==> src/hdl/vcsp_pkg.sv <==
// constants and carrier types for the voice chip serial pin block
package vcsp_pkg;

  // ****************************************************************
  // serial frame
  // ****************************************************************
  localparam int unsigned FRAME_BITS = 8;
  localparam int unsigned BIT_CNT_W = 3;
  localparam logic [BIT_CNT_W-1:0] BIT_FIRST = 3'h0;
  localparam logic [BIT_CNT_W-1:0] BIT_LAST = 3'h7;
  localparam logic [FRAME_BITS-1:0] BYTE_RESET = 8'h00;

  // ****************************************************************
  // analog path configuration word
  // ****************************************************************
  localparam int unsigned CFG_W = 12;
  localparam int unsigned CFG_AUX_BIT = 3;
  localparam int unsigned CFG_MIC_BIT = 4;
  localparam logic CFG_AUX_RESET = 1'b0;
  localparam logic CFG_MIC_RESET = 1'b0;

  // ****************************************************************
  // timing
  // ****************************************************************
  localparam int unsigned CLK_MHZ = 200;
  localparam int unsigned BLINK_HALF_MS = 250;
  localparam int unsigned BLINK_HALF_CYC = BLINK_HALF_MS * CLK_MHZ * 1000;
  localparam int unsigned BLINK_CNT_W = 26;

  typedef logic [BLINK_CNT_W-1:0] vcsp_blink_t;
  typedef logic [BIT_CNT_W-1:0] vcsp_bitcnt_t;
  typedef logic [FRAME_BITS-1:0] vcsp_byte_t;

  // ****************************************************************
  // carriers
  // ****************************************************************
  typedef struct packed {
    logic ssN;
    logic sclk;
    logic mosi;
  } vcsp_spi_pins_t;

  typedef struct packed {
    logic recording;
    logic playing;
    logic forwarding;
    logic erasing;
  } vcsp_op_t;

endpackage : vcsp_pkg

==> src/hdl/vcsp_serial_pins.sv <==
// serial slave, reset, led and path bits of the voice chip pin interface
// Function
// - serial port active only while select low
// - capture mosi bit on sclk rising edge
// - change miso bit on sclk falling edge
// - miso released while select is high
// - reset low clears state and message pointers
// - led steady on throughout recording
// - led blinks during play, forward, erase
// - config bit routes auxiliary analog input
// - config bit enables microphone path
`timescale 1ns/1ps
module vcsp_serial_pins #(
  parameter int unsigned BLINK_HALF_CYC = vcsp_pkg::BLINK_HALF_CYC
) (
  input wire logic clk,
  input wire logic reset,
  input wire logic resetPinN,
  input wire vcsp_pkg::vcsp_spi_pins_t spiPins,
  output logic misoOut,
  output logic misoOe,
  input wire vcsp_pkg::vcsp_byte_t txByte,
  output logic txTaken,
  output vcsp_pkg::vcsp_byte_t rxByte,
  output logic rxValid,
  output logic selected,
  input wire vcsp_pkg::vcsp_op_t opStatus,
  output logic ledOn,
  input wire logic [vcsp_pkg::CFG_W-1:0] cfgWord,
  input wire logic cfgLoad,
  output logic auxRoute,
  output logic micEnable,
  output logic pointerClear
);
  localparam vcsp_pkg::vcsp_blink_t BLINK_LAST =
    vcsp_pkg::vcsp_blink_t'(BLINK_HALF_CYC - 1);
  // ****************************************************************
  // pin synchronisers
  // ****************************************************************
  vcsp_pkg::vcsp_spi_pins_t pinS1_ff, pinS2_ff, pinS3_ff;
  logic rstS1_ff, rstS2_ff;
  logic intRst;
  // pins idle high after reset: select off, clock idle
  always_ff @(posedge clk)
  begin
    if (reset)
    begin
      pinS1_ff <= '1;
      pinS2_ff <= '1;
      pinS3_ff <= '1;
      rstS1_ff <= 1'b0;
      rstS2_ff <= 1'b0;
    end
    else
    begin
      pinS1_ff <= spiPins;
      pinS2_ff <= pinS1_ff;
      pinS3_ff <= pinS2_ff;
      rstS1_ff <= resetPinN;
      rstS2_ff <= rstS1_ff;
    end
  end
  // pin reset joins internal
  // no debounce: a bouncing pin simply re-resets
  assign intRst = reset | ~rstS2_ff;
  // ****************************************************************
  // serial slave
  // ****************************************************************
  logic sel, ssFall, sclkRise, sclkFall;
  vcsp_pkg::vcsp_bitcnt_t bitCnt_ff, nxt_bitCnt;
  vcsp_pkg::vcsp_byte_t rxShift_ff, nxt_rxShift, txShift_ff, nxt_txShift;
  vcsp_pkg::vcsp_byte_t rxByte_ff, nxt_rxByte;
  logic first_ff, nxt_first;
  logic rxValid_ff, nxt_rxValid, txTaken_ff, nxt_txTaken;
  logic misoOut_ff, nxt_misoOut, misoOe_ff, nxt_misoOe;
  logic selected_ff;
  assign sel = ~pinS2_ff.ssN;
  assign ssFall = ~pinS2_ff.ssN & pinS3_ff.ssN;
  assign sclkRise = pinS2_ff.sclk & ~pinS3_ff.sclk;
  assign sclkFall = ~pinS2_ff.sclk & pinS3_ff.sclk;
  always_comb
  begin
    nxt_bitCnt = bitCnt_ff;
    nxt_rxShift = rxShift_ff;
    nxt_txShift = txShift_ff;
    nxt_rxByte = rxByte_ff;
    nxt_first = first_ff;
    nxt_rxValid = 1'b0;
    nxt_txTaken = 1'b0;
    if (!sel)
    begin
      nxt_bitCnt = vcsp_pkg::BIT_FIRST;
      nxt_first = 1'b1;
    end
    else if (ssFall)
    begin
      nxt_txShift = txByte;
      nxt_txTaken = 1'b1;
      nxt_bitCnt = vcsp_pkg::BIT_FIRST;
      nxt_first = 1'b1;
    end
    else if (sclkRise)
    begin
      nxt_rxShift = {rxShift_ff[vcsp_pkg::FRAME_BITS-2:0], pinS2_ff.mosi};
      nxt_bitCnt = bitCnt_ff + 3'h1;
      nxt_first = 1'b0;
      if (bitCnt_ff == vcsp_pkg::BIT_LAST)
      begin
        nxt_rxByte = nxt_rxShift;
        nxt_rxValid = 1'b1;
      end
    end
    else if (sclkFall && !first_ff)
    begin
      // launch on falling edge
      // leading fall in mode three carries no shift
      if (bitCnt_ff == vcsp_pkg::BIT_FIRST)
      begin
        nxt_txShift = txByte;
        nxt_txTaken = 1'b1;
      end
      else
      begin
        nxt_txShift = {txShift_ff[vcsp_pkg::FRAME_BITS-2:0], 1'b0};
      end
    end
    nxt_misoOut = nxt_txShift[vcsp_pkg::FRAME_BITS-1];
    nxt_misoOe = ~sel;
  end
  always_ff @(posedge clk)
  begin
    if (intRst)
    begin
      bitCnt_ff <= vcsp_pkg::BIT_FIRST;
      rxShift_ff <= vcsp_pkg::BYTE_RESET;
      txShift_ff <= vcsp_pkg::BYTE_RESET;
      rxByte_ff <= vcsp_pkg::BYTE_RESET;
      first_ff <= 1'b1;
      rxValid_ff <= 1'b0;
      txTaken_ff <= 1'b0;
      misoOut_ff <= 1'b0;
      misoOe_ff <= 1'b1;
      selected_ff <= 1'b0;
    end
    else
    begin
      bitCnt_ff <= nxt_bitCnt;
      rxShift_ff <= nxt_rxShift;
      txShift_ff <= nxt_txShift;
      rxByte_ff <= nxt_rxByte;
      first_ff <= nxt_first;
      rxValid_ff <= nxt_rxValid;
      txTaken_ff <= nxt_txTaken;
      misoOut_ff <= nxt_misoOut;
      misoOe_ff <= nxt_misoOe;
      selected_ff <= sel;
    end
  end
  // ****************************************************************
  // led and path configuration
  // ****************************************************************
  vcsp_pkg::vcsp_blink_t blinkCnt_ff, nxt_blinkCnt;
  logic ledOn_ff, nxt_ledOn, blinkAct;
  logic auxRoute_ff, nxt_auxRoute, micEnable_ff, nxt_micEnable;
  logic pointerClear_ff;
  assign blinkAct = opStatus.playing | opStatus.forwarding | opStatus.erasing;
  always_comb
  begin
    nxt_blinkCnt = '0;
    nxt_ledOn = 1'b0;
    if (opStatus.recording)
    begin
      nxt_ledOn = 1'b1;
    end
    else if (blinkAct)
    begin
      if (blinkCnt_ff >= BLINK_LAST)
      begin
        nxt_ledOn = ~ledOn_ff;
      end
      else
      begin
        nxt_blinkCnt = blinkCnt_ff + 1'b1;
        nxt_ledOn = ledOn_ff;
      end
    end
    nxt_auxRoute = auxRoute_ff;
    nxt_micEnable = micEnable_ff;
    if (cfgLoad)
    begin
      nxt_auxRoute = cfgWord[vcsp_pkg::CFG_AUX_BIT];
      nxt_micEnable = cfgWord[vcsp_pkg::CFG_MIC_BIT];
    end
  end
  always_ff @(posedge clk)
  begin
    if (intRst)
    begin
      blinkCnt_ff <= '0;
      ledOn_ff <= 1'b0;
      auxRoute_ff <= vcsp_pkg::CFG_AUX_RESET;
      micEnable_ff <= vcsp_pkg::CFG_MIC_RESET;
      pointerClear_ff <= 1'b1;
    end
    else
    begin
      blinkCnt_ff <= nxt_blinkCnt;
      ledOn_ff <= nxt_ledOn;
      auxRoute_ff <= nxt_auxRoute;
      micEnable_ff <= nxt_micEnable;
      pointerClear_ff <= 1'b0;
    end
  end
  assign misoOut = misoOut_ff;
  assign misoOe = misoOe_ff;
  assign txTaken = txTaken_ff;
  assign rxByte = rxByte_ff;
  assign rxValid = rxValid_ff;
  assign selected = selected_ff;
  assign ledOn = ledOn_ff;
  assign auxRoute = auxRoute_ff;
  assign micEnable = micEnable_ff;
  assign pointerClear = pointerClear_ff;
  // ****************************************************************
  // checks
  // ****************************************************************
  property p_rxOnlySel;
    @(posedge clk) disable iff (intRst) rxValid_ff |-> $past(sel);
  endproperty
  a_rxOnlySel: assert property (p_rxOnlySel)
    else $error("byte completed while not selected");
  property p_rxCapture;
    @(posedge clk) disable iff (intRst)
      (sel && !ssFall && sclkRise && bitCnt_ff == vcsp_pkg::BIT_LAST) |=>
      (rxValid_ff && rxByte_ff ==
        {$past(rxShift_ff[vcsp_pkg::FRAME_BITS-2:0]), $past(pinS2_ff.mosi)});
  endproperty
  a_rxCapture: assert property (p_rxCapture)
    else $error("received byte wrong after last rise");
  property p_misoOnFall;
    @(posedge clk) disable iff (intRst)
      $changed(misoOut_ff) |-> $past(sclkFall || ssFall, 1);
  endproperty
  a_misoOnFall: assert property (p_misoOnFall)
    else $error("miso changed without falling edge");
  property p_misoRelease;
    @(posedge clk) disable iff (intRst) !sel |=> misoOe_ff;
  endproperty
  a_misoRelease: assert property (p_misoRelease)
    else $error("miso driven while deselected");
  property p_resetClears;
    @(posedge clk) reset |=>
      (pointerClear_ff && !ledOn_ff && bitCnt_ff == vcsp_pkg::BIT_FIRST);
  endproperty
  a_resetClears: assert property (p_resetClears)
    else $error("state not cleared by reset");
  property p_ledRecord;
    @(posedge clk) disable iff (intRst) opStatus.recording |=> ledOn_ff;
  endproperty
  a_ledRecord: assert property (p_ledRecord)
    else $error("led off during recording");
  property p_ledBlink;
    @(posedge clk) disable iff (intRst)
      (!opStatus.recording && blinkAct && blinkCnt_ff == BLINK_LAST) |=>
      (ledOn_ff != $past(ledOn_ff));
  endproperty
  a_ledBlink: assert property (p_ledBlink)
    else $error("led did not toggle at half period");
  property p_auxLoad;
    @(posedge clk) disable iff (intRst)
      cfgLoad |=> auxRoute_ff == $past(cfgWord[vcsp_pkg::CFG_AUX_BIT]);
  endproperty
  a_auxLoad: assert property (p_auxLoad)
    else $error("aux routing bit not loaded");
  property p_micLoad;
    @(posedge clk) disable iff (intRst)
      cfgLoad |=> micEnable_ff == $past(cfgWord[vcsp_pkg::CFG_MIC_BIT]);
  endproperty
  a_micLoad: assert property (p_micLoad)
    else $error("mic enable bit not loaded");
  property p_blinkBound;
    @(posedge clk) disable iff (intRst) blinkCnt_ff <= BLINK_LAST;
  endproperty
  a_blinkBound: assert property (p_blinkBound)
    else $error("blink counter past its period");
endmodule : vcsp_serial_pins

==> config.mk <==
export PLATFORM = sky130hd
export DESIGN_NAME = vcsp_serial_pins
export DESIGN_NICKNAME = d
export VERILOG_FILES = /design/src/hdl/vcsp_pkg.sv /design/src/hdl/vcsp_serial_pins.sv
export SDC_FILE = /design/constraint.sdc
export NUM_CORES = 1
export LEC_CHECK = 0
export ABC_AREA = 0
export BUFFER_PORTS_ARGS = -buffer_cell sky130_fd_sc_hd__buf_4
export CAP_MARGIN = 25
export CORE_MARGIN = 3
export CORE_UTILIZATION = 30
export CTS_BUF_LIST = sky130_fd_sc_hd__clkbuf_4 sky130_fd_sc_hd__clkbuf_8 sky130_fd_sc_hd__clkbuf_16
export CTS_CLUSTER_DIAMETER = 150
export DETAILED_ROUTE_END_ITERATION = 10
export GPL_TIMING_DRIVEN = 0
export HOLD_SLACK_MARGIN = 0.1
export PLACE_DENSITY = 0.6
export SLEW_MARGIN = 30
export SYNTH_ARGS = -nofsm -noshare
export SYNTH_HDL_FRONTEND = slang
export SYNTH_SLANG_ARGS = --single-unit
export TNS_END_PERCENT = 1
==> constraint.sdc <==
create_clock -name clk -period 1.55 [get_ports clk]
set_input_delay 0 -clock clk [delete_from_list [all_inputs] [get_ports clk]]
set_output_delay 0 -clock clk [all_outputs]
set_load 0.005 [all_outputs]
Word level (Yosys, flattened, before mapping)
Cells that the tools add are included.

word-level totals
  bits in registers = 71
  input bits = 31
  output and inout bits = 17
  word-level logic and storage cells = 69

operators by class
  add/sub/neg operators = 2
  $lt $le $gt $ge = 1
  eq/ne operators = 3
  muxes and demuxes = 13
  bitwise operators = 14
  reduce and logical (&&, ||, !) cells = 11

operators by type and width
  cell                                                                     number
  8-bit 2-to-1 mux                                                         4
  26-bit by 1-bit adder with 26-bit output, second input constant          1
  26-bit >= comparator, second input constant                              1
  1-bit 2-to-1 mux                                                         9
  1-bit inverter                                                           8
  4-bit OR reduction                                                       2
  3-bit AND reduction                                                      2
  4-bit AND reduction                                                      1
  3-bit by 1-bit adder with 3-bit output, second input constant            1
  1-bit AND                                                                3
  3-bit equality test, second input constant                               1
  3-bit zero test                                                          1
  3-bit by 2-bit inequality test with 1-bit output, second input constant  1
  1-bit bitwise OR                                                         3
  3-bit OR reduction                                                       1
  2-bit inequality test, second input constant                             1
  2-bit nonzero test                                                       1
  2-bit OR reduction                                                       1
  1-bit logical AND                                                        1
  1-bit zero test                                                          1

Depth between registers and ports, before layout
  depth in word-level cells = 6
  gate-level depth with buffers = 7
  depth with buffers taken out = 6

Worst setup path before layout
Ideal clock, no wire load.

  kind = register to register
  from = reg blinkCnt_ff[0]
  to = reg blinkCnt_ff[25]
  library setup time = 117 ps
  arrival time = 1387 ps
  data required time = 1433 ps
  slack = 46 ps
  stages on the path, launching flop included = 8
  buffers on the path = 1
  period minus slack after synthesis = 1504 ps
  path through = dfxtp_1 > ha_1 > nand2_1 > o211ai_1 > nand3_1 > nand2_1 > buf_4 > nor2_1

on the way
  word-level cells in the longest chain between the ends = 2
  elaborated cells on any way between the ends = 3
  classes of those cells = add/sub: 1; order compare: 1; reduce/logical: 1

RTL lines
  what                          line                     text
  start: declaration            vcsp_serial_pins.sv:162  vcsp_pkg::vcsp_blink_t blinkCnt_ff, nxt_blinkCnt;
  start signal: assignment      vcsp_serial_pins.sv:207  blinkCnt_ff <= nxt_blinkCnt;
  26-bit >= comparator          vcsp_serial_pins.sv:177  if (blinkCnt_ff >= BLINK_LAST)
  4-bit OR reduction (no line)  -

Several ways; a longest one is shown, not always the timed one.
A chain may end at the register's enable or synchronous reset.

Final worst setup path
  from = reg blinkCnt_ff[16]
  to = reg ledOn_ff, in the netlist ledOn

on the way
  word-level cells in the longest chain between the ends = 2

RTL lines
  what                                                        line                     text
  26-bit >= comparator                                        vcsp_serial_pins.sv:177
  3-bit by 2-bit inequality test with 1-bit output (no line)  -
  end signal: assignment                                      vcsp_serial_pins.sv:208  ledOn_ff <= nxt_ledOn;
  end: declaration                                            vcsp_serial_pins.sv:163  logic ledOn_ff, nxt_ledOn, blinkAct;

No other way between the ends.

==> summary.txt <==
F_max: 649.5 MHz
Root Driver: clkbuf_8
Sequential area share after synthesis: 51.10%
Hold Path Stages: 3
Port Buffers: 37
Later-pin clock latency in the skew report: 340 ps
TritonRoute pass-1 iters: 4
Reg2reg setup slack: 10 ps
Pin count of the biggest net entering global routing: 13
Final Setup Violations: 0
Leading area contributor after synthesis: dfxtp_1
Main area contributors after synthesis: dfxtp_1 51%, nor2_1 5.8%, xor2_1 5.0%, nand2_1 4.9%, nand3_1 3.6%
Most frequent cell after synthesis: dfxtp_1
Net Count, Synth: 336
Kind of end point of the critical path: register
Max Cap Viol: 0
Outcome: completed
Area delta synth->final: 35.67%
Die area: 10460 um^2
Worst hold start: spiPins[2]
CTS max path bufs: 2
FILL cells: 879
H-tree depth: 3
Post-synth EDFFs: 0
Leakage power: 1.438 nW
DR vias: 2239
CORE AREA: 8848 um^2
I/O pins: 48
Clock slew at reported path FFs: 80 ps
Inserted Diodes: 0
Synth cell types: 40
Clk_skew: 13.29 ps
Wire per inst: 11.67 um
Setup tns final: 0 ps
Final Util: 42.65%
Startpoint Class: register
Vias in the first global route: 2087
CTS tree: yes
ANT nets after route: 0
Critical-path cell list: nor4_1 -> o211ai_1 -> buf_4 -> a31oi_1 -> xor2_1 -> o21ai_1
Die extent in x: 102.3 um
FFs w/ async S/R, synth: 0%
Worst R2R Path Depth: 6
WHS: 392.8 ps
Fin. Hold Viols: 0
Mapped Cells: 301
GR Util All Layers: 11.59%
Initial antenna violation count: 0
Slew Viols, Final: 0
Seq cells post-synth: 71
DRC viols: 0
Routability Congestion: 0.7695
Worst Setup Path Type: register to register
Reg2Reg Launch Point: blinkCnt_ff[16]$_SDFF_PP0_
Synth warn: 0
Crit Path Max Fanout: 6
Post-synth top area share: 51.10%
Fin crit period: 1540 ps
Mapped cell area: 2781 um^2
PwrDens: 967.4 nW/um^2
Max VDD drop: 0.0004868 V
Initial Util: 31.43%
First DRT Iteration DRCs: 73
Worst-margin pin slew: 448.1 ps
RSZ-0062 raised after global routing: yes
Slowest CP cell: dfxtp_1
Prevailing post-synth register cell: dfxtp_1
Layout cells sized above 1: 27.30%
Worst r2r dst: ledOn$_SDFFE_PP0P_
Clock sink total: 71
Num CTS Buffers: 9
Hpwl dp: 3864 um
Req. time, crit path: 1770 ps
Total Wirelength: 5705 um
Final critical-path share of the clock period: 99.33%
Post-synth top cells: 71 x dfxtp_1, 43 x nor2_1, 36 x nand2_1
Post-Syn Area per Cell: 9.241 um^2
Num rows: 34
GRT overflow: 0
CP peak stage delay: 370 ps
Rel. slew slack: 70.12%
Hold-critical path endpoint: pinS1_ff[2]$_SDFF_PP1_
CP arrival: 1760 ps
First-pass GRT wire length: 9535 um
Vias per std cell: 4.579
# nets final: 411
HP Class: input pin to register
DIE HEIGHT: 102.3 um
-- area by class of cell --
type / instances / area (um^2) / area share, %
Tap cell: 108 / 135.1 / 3.581
Multi-Input combinational cell: 211 / 1340 / 35.51
Timing Repair Buffer: 65 / 543.0 / 14.39
Inverter: 9 / 33.78 / 0.8952
Clock inverter: 5 / 80.08 / 2.122
Buffer: 9 / 55.05 / 1.459
Sequential cell: 71 / 1435 / 38.03
Clock buffer: 11 / 151.4 / 4.012
-- worst max-delay path, delay by kind of cell, from the launching register on --
kind,cells,cell delay (ps)
compound gates,3,420
flops,1,370
simple gates,1,290
xor+xnor,1,170
buf+inv,1,160
-- sequential cells by signal (all words and copies together), names as in the netlist, 2 cells and up --
name	count
bitCnt_ff	3
blinkCnt_ff	26
pinS1_ff	3
pinS2_ff	2
pinS3_ff	2
rxByte	8
rxShift_ff	7
txShift_ff	8
-- through the flow --
step | power (mW) | worst slack (ps) | std cells | instance area [um^2]
after floorplan | 1.927 | 46.36 | 301 | 2781
after global placement | 1.982 | -258.5 | 446 | 3194
after CTS | 3.713 | 12.11 | 490 | 3719
after global routing | 3.811 | -135.9 | 489 | 3774
final | 3.650 | 10.44 | 489 | 3774
after detailed placement | 1.984 | -259.8 | 446 | 3194
-- power by group --
group | internal [mW] | switching (mW) | total [mW]
clock | 0.991 | 0.671 | 1.66
sequential | 1.84 | 0.00920 | 1.85
combinational | 0.0921 | 0.0503 | 0.142
-- placed cells by master, fill, tap and decap left out, types with 3 or more instances in the layout --
master / netlist / final
dfxtp_1: 71 / 60
buf_4: 2 / 43
nor2_1: 43 / 42
nand2_1: 36 / 33
dlygate4sd3_1: 0 / 22
a21oi_1: 19 / 19
nand3_1: 20 / 19
xor2_1: 16 / 16
dfxtp_2: 0 / 11
clkbuf_8: 0 / 11
mux2i_1: 9 / 9
xnor2_1: 9 / 9
inv_1: 8 / 8
a211oi_1: 7 / 7
or2_2: 7 / 7
nor2_2: 4 / 5
clkbuf_1: 8 / 4
nor2b_1: 4 / 3
nand2_2: 0 / 3
and3_1: 4 / 3
ha_1: 4 / 3
-- worst max-delay path by stage --
stage                                  to  slack (ps)  depth (start not counted)                        from
6_report               ledOn$_SDFFE_PP0P_          10                          6  blinkCnt_ff[16]$_SDFF_PP0_
5_1_grt                ledOn$_SDFFE_PP0P_        -140                          6  blinkCnt_ff[16]$_SDFF_PP0_
4_1_cts            rxByte[1]$_SDFFE_PP0P_          10                          4         rstS2_ff$_SDFF_PP0_
3_5_place_dp   blinkCnt_ff[25]$_SDFF_PP0_        -260                          7   blinkCnt_ff[0]$_SDFF_PP0_
3_3_place_gp   blinkCnt_ff[25]$_SDFF_PP0_        -260                          7   blinkCnt_ff[0]$_SDFF_PP0_
2_1_floorplan  blinkCnt_ff[25]$_SDFF_PP0_          50                          7   blinkCnt_ff[0]$_SDFF_PP0_
-- repair_timing --
item,in CTS,in global routing
hold buffers,22,0
resized for setup,9,24
setup buffers,6,0
hold endpoints to repair,21,0
pin swaps,3,6
setup endpoints to repair,42,53
-- cells by family after synthesis --
family,after synthesis,synth area share (%)
buf+inv,19,2.834
mux,9,3.239
simple gates,137,25.06
flops,71,51.10
xor+xnor,25,7.872
compound gates,36,8.097
fa+ha+maj,4,1.799
-- layer usage --
layer  global-route usage (%)  routed length, um
met5                        0                  0
met2                    17.84               2651
met4                    4.844                 71
met1                    14.69               2667
met3                    4.232                315
No activity file was read; power rests on OpenSTA's default activity.
